--- src/common/sbce_regs.svh ---
// register offsets, field positions and timing counts of the dram command controller
`ifndef SBCE_REGS_SVH
`define SBCE_REGS_SVH

`define SBCE_OFS_CMD      8'h00
`define SBCE_OFS_ADDR     8'h04
`define SBCE_OFS_WDATA    8'h08
`define SBCE_OFS_STATUS   8'h0c
`define SBCE_OFS_RDATA    8'h10
`define SBCE_OFS_CFG      8'h14
`define SBCE_OFS_BANKS    8'h18

// command register fields
`define SBCE_CMD_OP_LSB   0
`define SBCE_CMD_OP_W     3
`define SBCE_CMD_A10_BIT  4
`define SBCE_CMD_BA_LSB   8
`define SBCE_CMD_MASK_LSB 12

// configuration register fields
`define SBCE_CFG_CL_LSB   0
`define SBCE_CFG_AL_LSB   4
`define SBCE_CFG_BL8_BIT  8
`define SBCE_CFG_RST      32'h0000_0003

// status bits
`define SBCE_ST_BUSY      0
`define SBCE_ST_RVALID    1
`define SBCE_ST_ERR       2

// timing in picoseconds, clock period 8000 ps
`define SBCE_TCK_PS       8000
`define SBCE_TMRD_PS      16000
`define SBCE_TRCD_PS      15000
`define SBCE_TRP_PS       15000
`define SBCE_TRPA_PS      17500
`define SBCE_TRC_PS       55000
`define SBCE_TRRD_PS      7500
`define SBCE_TWR_PS       15000
`define SBCE_TWTR_PS      7500
`define SBCE_CYC(ps)      (((ps) + `SBCE_TCK_PS - 1) / `SBCE_TCK_PS)
`define SBCE_WTR_MIN      2

// link clock divider: half period in system clocks
`define SBCE_CK_HALF      5

`endif

--- src/common/sbce_pkg.sv ---
// types of the dram command controller
package sbce_pkg;

  typedef enum logic [2:0] {
    SBCE_OP_NOP,
    SBCE_OP_MODE_LOAD,
    SBCE_OP_ACTIVATE,
    SBCE_OP_READ,
    SBCE_OP_WRITE,
    SBCE_OP_PRECHARGE
  } sbce_op_type;

  typedef struct packed {
    logic       cs_n;
    logic       ras_n;
    logic       cas_n;
    logic       we_n;
    logic       cke;
    logic [1:0] ba;
    logic [12:0] addr;
  } sbce_cmd_type;

  typedef struct packed {
    logic [15:0] dq_o;
    logic [15:0] dq_oe;
    logic [1:0]  dm;
    logic        dqs_o;
    logic        dqs_oe;
  } sbce_wpin_type;

endpackage : sbce_pkg

--- src/hw/sbce_ahb_slave.sv ---
// ahb-lite slave holding the controller's own registers
`timescale 1ns/100ps
`default_nettype none
`include "sbce_regs.svh"

module sbce_ahb_slave (
  input  wire logic        clock,
  input  wire logic        reset,
  input  wire logic        hsel,
  input  wire logic [31:0] haddr,
  input  wire logic [1:0]  htrans,
  input  wire logic        hwrite,
  input  wire logic [2:0]  hsize,
  input  wire logic [31:0] hwdata,
  input  wire logic        hready,
  output logic      [31:0] hrdata,
  output logic             hreadyout,
  output logic             hresp,
  input  wire logic [31:0] status,
  input  wire logic [31:0] rdata,
  input  wire logic [3:0]  banks,
  output logic      [31:0] cmd_q,
  output logic      [31:0] addr_q,
  output logic      [31:0] wdata_q,
  output logic      [31:0] cfg_q,
  output logic             go_q
);

  logic       wr_q;
  logic [7:0] wa_q;
  logic       sel;

  assign sel       = hsel && hready && htrans[1];
  assign hreadyout = 1'b1;
  assign hresp     = 1'b0;

  always_ff @(posedge clock) begin
    if (reset) begin
      wr_q   <= 1'b0;
      wa_q   <= 8'h00;
      hrdata <= 32'h0;
    end else begin
      wr_q <= sel && hwrite;
      wa_q <= haddr[7:0];
      if (sel && !hwrite) begin
        case (haddr[7:0])
          `SBCE_OFS_CMD:    hrdata <= cmd_q;
          `SBCE_OFS_ADDR:   hrdata <= addr_q;
          `SBCE_OFS_WDATA:  hrdata <= wdata_q;
          `SBCE_OFS_STATUS: hrdata <= status;
          `SBCE_OFS_RDATA:  hrdata <= rdata;
          `SBCE_OFS_CFG:    hrdata <= cfg_q;
          `SBCE_OFS_BANKS:  hrdata <= {28'h0, banks};
          default:          hrdata <= 32'h0;
        endcase
      end
    end
  end

  // writing the command register launches it
  always_ff @(posedge clock) begin
    if (reset) begin
      cmd_q   <= 32'h0;
      addr_q  <= 32'h0;
      wdata_q <= 32'h0;
      cfg_q   <= `SBCE_CFG_RST;
      go_q    <= 1'b0;
    end else begin
      go_q <= 1'b0;
      if (wr_q) begin
        case (wa_q)
          `SBCE_OFS_CMD: begin
            cmd_q <= hwdata;
            go_q  <= 1'b1;
          end
          `SBCE_OFS_ADDR:  addr_q  <= hwdata;
          `SBCE_OFS_WDATA: wdata_q <= hwdata;
          `SBCE_OFS_CFG:   cfg_q   <= hwdata;
          default: ;
        endcase
      end
    end
  end

endmodule : sbce_ahb_slave

`default_nettype wire

--- src/hw/sbce_ck_gen.sv ---
// divides the system clock into the link clock and flags its rising and falling edges
`timescale 1ns/100ps
`default_nettype none
`include "sbce_regs.svh"

module sbce_ck_gen (
  input  wire logic clock,
  input  wire logic reset,
  output logic      ck_q,
  output logic      rise_q,
  output logic      fall_q
);

  logic [3:0] cnt_q;

  always_ff @(posedge clock) begin
    if (reset) begin
      cnt_q  <= 4'h0;
      ck_q   <= 1'b0;
      rise_q <= 1'b0;
      fall_q <= 1'b0;
    end else begin
      rise_q <= 1'b0;
      fall_q <= 1'b0;
      if (cnt_q == 4'(`SBCE_CK_HALF - 1)) begin
        cnt_q  <= 4'h0;
        ck_q   <= ~ck_q;
        rise_q <= ~ck_q;
        fall_q <= ck_q;
      end else begin
        cnt_q <= cnt_q + 4'h1;
      end
    end
  end

endmodule : sbce_ck_gen

`default_nettype wire

--- src/hw/sbce_host.sv ---
// host controller issuing dram commands from software orders
`timescale 1ns/100ps
`default_nettype none
`include "sbce_regs.svh"

module sbce_host (
  input  wire logic        clock,
  input  wire logic        reset,
  input  wire logic        hsel,
  input  wire logic [31:0] haddr,
  input  wire logic [1:0]  htrans,
  input  wire logic        hwrite,
  input  wire logic [2:0]  hsize,
  input  wire logic [31:0] hwdata,
  input  wire logic        hready,
  output logic      [31:0] hrdata,
  output logic             hreadyout,
  output logic             hresp,
  output logic             ck_q,
  output logic             ck_n_q,
  output logic             cke_q,
  output logic             cs_n_q,
  output logic             ras_n_q,
  output logic             cas_n_q,
  output logic             we_n_q,
  output logic      [1:0]  ba_q,
  output logic      [12:0] a_q,
  output logic      [15:0] dq_o_q,
  output logic      [15:0] dq_oe_q,
  input  wire logic [15:0] dq_i,
  output logic      [1:0]  dm_q,
  output logic             dqs_o_q,
  output logic             dqs_n_o_q,
  output logic             dqs_oe_q,
  input  wire logic        dqs_i
);

  typedef enum logic [2:0] {
    ST_IDLE, ST_ISSUE, ST_WAIT, ST_WDATA, ST_RDATA
  } sbce_st_type;

  logic [31:0] cmd_r, addr_r, wdata_r, cfg_r, rdata_q, status;
  logic        go, ck_int, rise, fall;
  sbce_st_type st_q;
  sbce_pkg::sbce_op_type op;
  logic [1:0]  cba;
  logic        a10;
  logic [3:0]  open_q;
  logic [12:0] row_q [4];
  logic [7:0]  act_age_q [4];
  logic [7:0]  pre_age_q [4];
  logic [7:0]  pre_need_q [4];
  logic [7:0]  wr_age_q [4];
  logic [7:0]  any_act_age_q, mrd_age_q, wend_age_q, since_q;
  logic [4:0]  lat_cnt_q;
  logic [3:0]  beat_q;
  logic        err_q, rvalid_q, wact_q;
  logic [1:0]  dq_s1_q, dq_s2_q;
  logic [15:0] dqi_s1_q, dqi_s2_q;
  logic [3:0]  cl, al, rl, bl;

  assign op  = sbce_pkg::sbce_op_type'(cmd_r[`SBCE_CMD_OP_LSB +: `SBCE_CMD_OP_W]);
  assign cba = cmd_r[`SBCE_CMD_BA_LSB +: 2];
  assign a10 = cmd_r[`SBCE_CMD_A10_BIT];
  assign cl  = cfg_r[`SBCE_CFG_CL_LSB +: 4];
  assign al  = cfg_r[`SBCE_CFG_AL_LSB +: 4];
  assign rl  = al + cl;
  assign bl  = cfg_r[`SBCE_CFG_BL8_BIT] ? 4'h8 : 4'h4;
  assign status = {29'h0, err_q, rvalid_q, st_q != ST_IDLE || go};

  sbce_ahb_slave u_bus (
    .clock     (clock),
    .reset     (reset),
    .hsel      (hsel),
    .haddr     (haddr),
    .htrans    (htrans),
    .hwrite    (hwrite),
    .hsize     (hsize),
    .hwdata    (hwdata),
    .hready    (hready),
    .hrdata    (hrdata),
    .hreadyout (hreadyout),
    .hresp     (hresp),
    .status    (status),
    .rdata     (rdata_q),
    .banks     (open_q),
    .cmd_q     (cmd_r),
    .addr_q    (addr_r),
    .wdata_q   (wdata_r),
    .cfg_q     (cfg_r),
    .go_q      (go)
  );

  sbce_ck_gen u_ck (
    .clock  (clock),
    .reset  (reset),
    .ck_q   (ck_int),
    .rise_q (rise),
    .fall_q (fall)
  );

  // whole link cycles needed before this command is legal
  function automatic logic ready_to_issue(input sbce_pkg::sbce_op_type o, input logic [1:0] b,
                                          input logic all);
    logic ok;
    ok = mrd_age_q >= 8'(`SBCE_CYC(`SBCE_TMRD_PS));
    case (o)
      sbce_pkg::SBCE_OP_MODE_LOAD: ok = ok && (open_q == 4'h0) && pre_done_all();
      sbce_pkg::SBCE_OP_ACTIVATE:
        ok = ok && !open_q[b] && act_age_q[b] >= 8'(`SBCE_CYC(`SBCE_TRC_PS))
             && any_act_age_q >= 8'(`SBCE_CYC(`SBCE_TRRD_PS))
             && pre_age_q[b] >= pre_need_q[b];
      sbce_pkg::SBCE_OP_READ:
        ok = ok && open_q[b] && act_age_q[b] >= 8'(`SBCE_CYC(`SBCE_TRCD_PS))
             && wend_age_q >= 8'(`SBCE_CYC(`SBCE_TWTR_PS))
             && wend_age_q >= 8'(`SBCE_WTR_MIN);
      sbce_pkg::SBCE_OP_WRITE:
        ok = ok && open_q[b] && act_age_q[b] >= 8'(`SBCE_CYC(`SBCE_TRCD_PS));
      sbce_pkg::SBCE_OP_PRECHARGE:
        ok = ok && (all ? wr_done_all() : wr_age_q[b] >= 8'(`SBCE_CYC(`SBCE_TWR_PS)));
      default: ok = 1'b1;
    endcase
    return ok;
  endfunction : ready_to_issue

  function automatic logic pre_done_all();
    logic r;
    r = 1'b1;
    for (int i = 0; i < 4; i++) r = r && pre_age_q[i] >= pre_need_q[i];
    return r;
  endfunction : pre_done_all

  function automatic logic wr_done_all();
    logic r;
    r = 1'b1;
    for (int i = 0; i < 4; i++) r = r && wr_age_q[i] >= 8'(`SBCE_CYC(`SBCE_TWR_PS));
    return r;
  endfunction : wr_done_all

  logic issue;
  assign issue = (st_q == ST_ISSUE) && fall && ready_to_issue(op, cba, a10);

  // sequencer
  always_ff @(posedge clock) begin
    if (reset) begin
      st_q      <= ST_IDLE;
      lat_cnt_q <= 5'h00;
      beat_q    <= 4'h0;
      err_q     <= 1'b0;
    end else begin
      case (st_q)
        ST_IDLE: if (go) begin
          st_q  <= ST_ISSUE;
          err_q <= 1'b0;
        end
        ST_ISSUE: if (issue) begin
          lat_cnt_q <= (op == sbce_pkg::SBCE_OP_WRITE) ? {rl - 4'h1, 1'b0} : {rl, 1'b1};
          beat_q    <= 4'h0;
          case (op)
            sbce_pkg::SBCE_OP_READ:  st_q <= ST_WAIT;
            sbce_pkg::SBCE_OP_WRITE: st_q <= ST_WAIT;
            default:                 st_q <= ST_IDLE;
          endcase
        end
        // latency counted in half link cycles
        ST_WAIT: if (rise || fall) begin
          if (lat_cnt_q <= 5'h01)
            st_q <= (op == sbce_pkg::SBCE_OP_WRITE) ? ST_WDATA : ST_RDATA;
          lat_cnt_q <= lat_cnt_q - 5'h01;
        end
        ST_WDATA, ST_RDATA: if (rise || fall) begin
          beat_q <= beat_q + 4'h1;
          if (beat_q == bl - 4'h1) st_q <= ST_IDLE;
        end
        default: st_q <= ST_IDLE;
      endcase
    end
  end

  // command pins change at falling ck so the device samples them mid-cycle
  always_ff @(posedge clock) begin
    if (reset) begin
      cke_q <= 1'b0;
      {cs_n_q, ras_n_q, cas_n_q, we_n_q} <= 4'b1111;
      ba_q  <= 2'b00;
      a_q   <= 13'h0;
    end else if (fall) begin
      cke_q <= 1'b1;
      {cs_n_q, ras_n_q, cas_n_q, we_n_q} <= 4'b0111;
      if (issue) begin
        ba_q <= cba;
        a_q  <= addr_r[12:0];
        case (op)
          sbce_pkg::SBCE_OP_MODE_LOAD: {cs_n_q, ras_n_q, cas_n_q, we_n_q} <= 4'b0000;
          sbce_pkg::SBCE_OP_ACTIVATE:  {cs_n_q, ras_n_q, cas_n_q, we_n_q} <= 4'b0011;
          sbce_pkg::SBCE_OP_READ: begin
            {cs_n_q, ras_n_q, cas_n_q, we_n_q} <= 4'b0101;
            a_q[10] <= a10;
          end
          sbce_pkg::SBCE_OP_WRITE: begin
            {cs_n_q, ras_n_q, cas_n_q, we_n_q} <= 4'b0100;
            a_q[10] <= a10;
          end
          sbce_pkg::SBCE_OP_PRECHARGE: begin
            {cs_n_q, ras_n_q, cas_n_q, we_n_q} <= 4'b0010;
            a_q[10] <= a10;
          end
          default: ;
        endcase
      end
    end
  end

  // per-bank row state, per-bank and shared timers, counted in link cycles
  always_ff @(posedge clock) begin
    if (reset) begin
      open_q        <= 4'h0;
      any_act_age_q <= 8'hff;
      mrd_age_q     <= 8'hff;
      wend_age_q    <= 8'hff;
      for (int i = 0; i < 4; i++) begin
        row_q[i]      <= 13'h0;
        act_age_q[i]  <= 8'hff;
        pre_age_q[i]  <= 8'hff;
        pre_need_q[i] <= 8'h00;
        wr_age_q[i]   <= 8'hff;
      end
    end else if (issue) begin
      case (op)
        sbce_pkg::SBCE_OP_MODE_LOAD: mrd_age_q <= 8'h0;
        sbce_pkg::SBCE_OP_ACTIVATE: begin
          open_q[cba]    <= 1'b1;
          row_q[cba]     <= addr_r[12:0];
          act_age_q[cba] <= 8'h0;
          any_act_age_q  <= 8'h0;
        end
        sbce_pkg::SBCE_OP_PRECHARGE: begin
          for (int i = 0; i < 4; i++) begin
            if (a10 || cba == 2'(i)) begin
              open_q[i]     <= 1'b0;
              pre_age_q[i]  <= 8'h0;
              pre_need_q[i] <= a10 ? 8'(`SBCE_CYC(`SBCE_TRPA_PS))
                                   : 8'(`SBCE_CYC(`SBCE_TRP_PS));
            end
          end
        end
        sbce_pkg::SBCE_OP_READ, sbce_pkg::SBCE_OP_WRITE:
          if (a10) open_q[cba] <= 1'b0;
        default: ;
      endcase
    end else if (rise) begin
      any_act_age_q <= (any_act_age_q == 8'hff) ? 8'hff : any_act_age_q + 8'h1;
      mrd_age_q     <= (mrd_age_q == 8'hff) ? 8'hff : mrd_age_q + 8'h1;
      wend_age_q    <= (st_q == ST_WDATA) ? 8'h0 :
                       (wend_age_q == 8'hff) ? 8'hff : wend_age_q + 8'h1;
      for (int i = 0; i < 4; i++) begin
        act_age_q[i] <= (act_age_q[i] == 8'hff) ? 8'hff : act_age_q[i] + 8'h1;
        pre_age_q[i] <= (pre_age_q[i] == 8'hff) ? 8'hff : pre_age_q[i] + 8'h1;
        wr_age_q[i]  <= (st_q == ST_WDATA && ba_q == 2'(i)) ? 8'h0 :
                        (wr_age_q[i] == 8'hff) ? 8'hff : wr_age_q[i] + 8'h1;
      end
    end
  end

  // write strobe, data and mask; read data capture
  always_ff @(posedge clock) begin
    if (reset) begin
      dqs_o_q   <= 1'b0;
      dqs_n_o_q <= 1'b1;
      dqs_oe_q  <= 1'b0;
      dq_o_q    <= 16'h0;
      dq_oe_q   <= 16'h0;
      dm_q      <= 2'b11;
      rdata_q   <= 32'h0;
      rvalid_q  <= 1'b0;
      wact_q    <= 1'b0;
      dq_s1_q   <= 2'b00;
      dq_s2_q   <= 2'b00;
      dqi_s1_q  <= 16'h0;
      dqi_s2_q  <= 16'h0;
    end else begin
      dq_s1_q  <= {dqs_i, 1'b0};
      dq_s2_q  <= dq_s1_q;
      dqi_s1_q <= dq_i;
      dqi_s2_q <= dqi_s1_q;
      if (go) rvalid_q <= 1'b0;
      if (st_q == ST_WAIT && op == sbce_pkg::SBCE_OP_WRITE && lat_cnt_q <= 5'h02) begin
        dqs_oe_q  <= 1'b1;
        dqs_o_q   <= 1'b0;
        dqs_n_o_q <= 1'b1;
      end
      if (st_q == ST_WDATA && (rise || fall)) begin
        dqs_o_q   <= ~beat_q[0];
        dqs_n_o_q <= beat_q[0];
        dq_oe_q   <= 16'hffff;
        dq_o_q    <= beat_q[0] ? wdata_r[31:16] : wdata_r[15:0];
        dm_q      <= beat_q[0] ? cmd_r[`SBCE_CMD_MASK_LSB + 2 +: 2]
                               : cmd_r[`SBCE_CMD_MASK_LSB +: 2];
        wact_q    <= 1'b1;
      end else if (wact_q && st_q != ST_WDATA && (rise || fall)) begin
        dqs_o_q   <= 1'b0;
        dqs_n_o_q <= 1'b1;
        dq_oe_q   <= 16'h0;
        dm_q      <= 2'b11;
        wact_q    <= 1'b0;
      end else if (!wact_q && st_q != ST_WAIT && st_q != ST_WDATA) begin
        dqs_oe_q <= 1'b0;
      end
      if (st_q == ST_RDATA && (rise || fall) && beat_q < 4'h2) begin
        if (beat_q[0]) rdata_q[31:16] <= dqi_s2_q;
        else           rdata_q[15:0]  <= dqi_s2_q;
        if (beat_q[0]) rvalid_q <= 1'b1;
      end
    end
  end

  always_ff @(posedge clock) begin
    if (reset) begin
      ck_q   <= 1'b0;
      ck_n_q <= 1'b1;
    end else begin
      ck_q   <= ck_int;
      ck_n_q <= ~ck_int;
    end
  end

endmodule : sbce_host

`default_nettype wire

--- config.mk ---
export PLATFORM = sky130hd
export DESIGN_NAME = sbce_host
export DESIGN_NICKNAME = d
export VERILOG_FILES = /design/src/common/sbce_pkg.sv /design/src/hw/sbce_ahb_slave.sv /design/src/hw/sbce_ck_gen.sv /design/src/hw/sbce_host.sv
export VERILOG_INCLUDE_DIRS = /design/src /design/src/common
export SDC_FILE = /design/constraint.sdc
export NUM_CORES = 1
export LEC_CHECK = 0
export ABC_AREA = 1
export BUFFER_PORTS_ARGS = -buffer_cell sky130_fd_sc_hd__buf_2
export CORE_AREA = 2 2 203 205
export DETAILED_ROUTE_END_ITERATION = 16
export DIE_AREA = 0 0 205 207
export GPL_ROUTABILITY_DRIVEN = 0
export PLACE_DENSITY_LB_ADDON = 0.1
export SYNTH_ARGS = -nofsm -noshare
export SYNTH_HDL_FRONTEND = slang
export SYNTH_SLANG_ARGS = --single-unit
--- constraint.sdc ---
create_clock -name clock -period 3.2 [get_ports clock]
set_input_delay 0.16 -clock clock [delete_from_list [all_inputs] [get_ports clock]]
set_output_delay 0.16 -clock clock [all_outputs]
set_load 0.02 [all_outputs]
==> results.sh <==
export IMPL_status="finished, final reports clean"
export IMPL_synth_fa_ha_area_share_pct=2.94
export IMPL_via_per_inst=5.40
export IMPL_vias=18800
export IMPL_wl_per_cell_um=16.8
export IMPL_total_power_w=0.0121
export IMPL_die_area_um2=42400
export IMPL_power_density_over_the_cells_nw_per_um2=511
export IMPL_r2r_cells=12
export IMPL_maxSlewHeadroom_pct=39.7
export IMPL_clkPwrFrac_pct=45.3
export IMPL_dp_hpwl_um=40500
export IMPL_number_of_nets_in_the_finished_design=3060
export IMPL_syn_mean_instance_area_um2=7.37
export IMPL_hold_depth=6
export IMPL_drcViolationCount=0
export IMPL_synth_warnings=0
export IMPL_drt_first_pass_iters=5
export IMPL_first_pass_grt_wire_length_um=92900
export IMPL_peakVddDrop_uv=368
export IMPL_synth_area_mux_share_pct=0
export IMPL_layout_cells_most_common="nand2_1"
export IMPL_rows=74
export IMPL_power_switching_share_pct=24.3
export IMPL_drive_gt1_share_pct=10.3
export IMPL_synthesis_instances=2755
export IMPL_drt_antenna_violating_nets=0
export IMPL_grt_use_total_pct=27.2
export IMPL_finClkSkew_ps=39.9
export IMPL_ff2ff_setup_slack_ps=370
export IMPL_cts_htree_levels=2
export IMPL_power_switching_w=0.00294
export IMPL_start_util_pct=50.3
export IMPL_critical_path_max_fanout=20
export IMPL_numPlacedInstances=3346
export IMPL_layout_cells_most_common_list="nand2_1 (435), o21ai_0 (388), dfxtp_1 (370)"
export IMPL_cts_setup_buffers=0
export IMPL_share_comb_of_total_power_pct=7.8
export IMPL_maxClockFrequency_ghz=0.353
export IMPL_fp_dieH_um=207
export IMPL_synth_yosys_seq_area_share_pct=45.6
export IMPL_data_required_critical_path_ps=3410
export IMPL_grt_max_degree=148
export IMPL_setup_violations=0
export IMPL_drv_cap=0
export IMPL_synth_simple_gate_area_share_pct=20.6
export IMPL_grt_pass1_vias=17600
export IMPL_utilization_pct=58.6
export IMPL_cts_made_buffers=47
export IMPL_layout_area_overhead_vs_synth_pct=16.7
export IMPL_grt_overflow=0
export IMPL_yosys_area_share_xor_xnor_pct=1.94
export IMPL_critPathLaunchType="register"
export IMPL_floorplan_io_pins=184
export IMPL_ctsRootBufferMaster="clkbuf_16"
export IMPL_synth_enable_flop_cells=61
export IMPL_grt_setup_unrepaired="false"
export IMPL_drt_iter0_markers=1299
export IMPL_final_period_utilization_pct=88.6
export IMPL_die_w_um=205
export IMPL_yosys_register_bits=432
export IMPL_finalMaxSlewViolations=0
export IMPL_max_slew_worst_pin_slew_ps=903
export IMPL_clock_slew_at_reported_path_ffs_ps=60
export IMPL_cp_arrival_ps=3050
export IMPL_dominant_combinational_cell_family_by_area_after_synthesis="simple AND/OR/NAND/NOR gates"
export IMPL_insertedDiodeCount=0
export IMPL_path_class="register to register"
export IMPL_syn_area_um2=20300
export IMPL_power_leakage_nw=10.6
export IMPL_tritoncts="built"
export IMPL_cts_sinks=432
export IMPL_final_period_minus_worst_setup_slack_ps=2830
export IMPL_flop_pwr_share_pct=46.9
export IMPL_clk_latency_ps=600
export IMPL_port_buffer_count=152
export IMPL_postRouteWirelength_um=58500
export IMPL_hold_path_class="input port to register"
export IMPL_p_int_w=0.00916
export IMPL_post_synth_num_cell_types=51
export IMPL_antenna_violations_before_repair=0
export IMPL_totalNegativeSetupSlack_ps=0
export IMPL_synth_net_count=2893
export IMPL_post_route_non_filler_standard_cell_count=3490
export IMPL_clock_path_buffers=3
export IMPL_synth_main_ff_cell="dfxtp_1"
export IMPL_finalHoldViolCount=0
export IMPL_synth_compound_gate_area_share_pct=19.1
export IMPL_core_um2=40400
export IMPL_worstSetupEndpointType="register"
export IMPL_synth_async_sr_flop_share_pct=0
==> registers in the layout, indices dropped and copies added (netlist names), 13 cells and up, named ones only <==
signal	flops
u_bus.wdata_q	32
a_q	13
u_bus.cfg_q	32
dqi_s1_q	16
rdata_q	32
u_bus.cmd_q	32
dqi_s2_q	16
pre_age_q	32
u_bus.addr_q	32
wr_age_q	32
u_bus.hrdata	32
dq_o_q	16
act_age_q	32
==> through the flow <==
stage,setup slack [ps],instance area [um2],hold slack (ps)
detailed placement,216,21500,367
floorplan,327,20300,267
global route,128,23700,204
global placement,303,21500,363
CTS,177,23700,141
finish,365,23700,153
==> worst paths after layout <==
kind | startpoint | end
worst max register to register | register | pre_age_q[1][4]
worst min-delay path | hready | u_bus.hrdata[3]
worst min register to register | dqi_s1_q[0] | dqi_s2_q[0]
worst max-delay path | register | pre_age_q[1][4]
==> critical path, stage by stage (launching register included) <==
cell	delay, ps
dfxtp_2	440
inv_4	140
o21ai_0	200
o22ai_1	110
ha_1	300
a21oi_1	140
nand3_1	100
nand3_1	110
nand3_2	120
nand2_4	150
nand2_2	70
buf_4	220
nand3_1	340
==> cells by family after synthesis <==
logic type      count (synthesis)
fa+ha+maj                      47
buf+inv                       490
flops                         432
simple gates                 1002
compound gates                737
other cells                     2
xor+xnor                       45
==> layout make-up <==
type	instances	area [um2]
Fill cell	3822	16700
Sequential cell	432	9260
Multi-Input combinational cell	1833	9100
Timing Repair Buffer	260	1770
Clock buffer	75	1400
Inverter	348	1310
Tap cell	532	666
Clock inverter	10	161
==> power groups by stage <==
stage / combinational, W / clock [W] / sequential (W)
2_1_floorplan: 0.000629 / 0 / 0.00577
3_3_place_gp: 0.000860 / 0 / 0.00579
3_5_place_dp: 0.000878 / 0 / 0.00579
4_1_cts: 0.000936 / 0.00558 / 0.00567
5_1_grt: 0.00107 / 0.00579 / 0.00568
6_report: 0.000945 / 0.00548 / 0.00567
==> synthesized netlist by cell type, types with 2 or more instances <==
| master | n | area share (%) |
|---|---|---|
| nand2_1 | 436 | 8.1 |
| o21ai_0 | 388 | 9.6 |
| dfxtp_1 | 371 | 37 |
| inv_1 | 337 | 6.2 |
| nor2_1 | 313 | 5.8 |
| a21oi_1 | 261 | 6.4 |
| nand3_1 | 150 | 3.7 |
| clkbuf_1 | 94 | 1.7 |
| edfxtp_1 | 61 | 9.0 |
| nor3_1 | 57 | 1.4 |
| ha_1 | 46 | 2.8 |
| xor2_1 | 30 | 1.3 |
| buf_4 | 25 | 0.92 |
| a31oi_1 | 19 | 0.59 |
| buf_2 | 16 | 0.39 |
| o211ai_1 | 15 | 0.55 |
| xnor2_1 | 15 | 0.65 |
| o22ai_1 | 13 | 0.40 |
| nand4_1 | 11 | 0.34 |
| o21ai_1 | 11 | 0.27 |
| a221oi_1 | 8 | 0.35 |
| inv_2 | 7 | 0.13 |
| nor4_1 | 7 | 0.22 |
| buf_1 | 6 | 0.11 |
| o31ai_1 | 6 | 0.22 |
| nand3b_1 | 5 | 0.18 |
| nand2_2 | 4 | 0.12 |
| a211oi_1 | 3 | 0.11 |
| and2_1 | 3 | 0.092 |
| clkinv_1 | 3 | 0.055 |
| nand3_2 | 3 | 0.15 |
| o2111ai_1 | 3 | 0.13 |
| o221ai_1 | 3 | 0.13 |
| o31ai_2 | 3 | 0.18 |
| or2_2 | 3 | 0.092 |
| conb_1 | 2 | 0.037 |
| nor3_2 | 2 | 0.099 |
| nor3b_1 | 2 | 0.074 |
==> layer usage <==
layer | vias to the layer above | global-route usage [%] | share of wire (%)
met5 | - | 0 | 0
met4 | 0 | 11.0 | 3.7
met3 | 124 | 3.30 | 5.3
met2 | 529 | 45.6 | 48
met1 | 8775 | 35.5 | 43
li1 | 9411 | - | -
==> timing repair <==
action | CTS | global route
endpoints found under the hold margin | 159 | 0
setup endpoints to repair | 0 | 44
resized for setup | 0 | 3
hold buffers | 59 | 0
No activity file was read; power rests on OpenSTA's default activity.
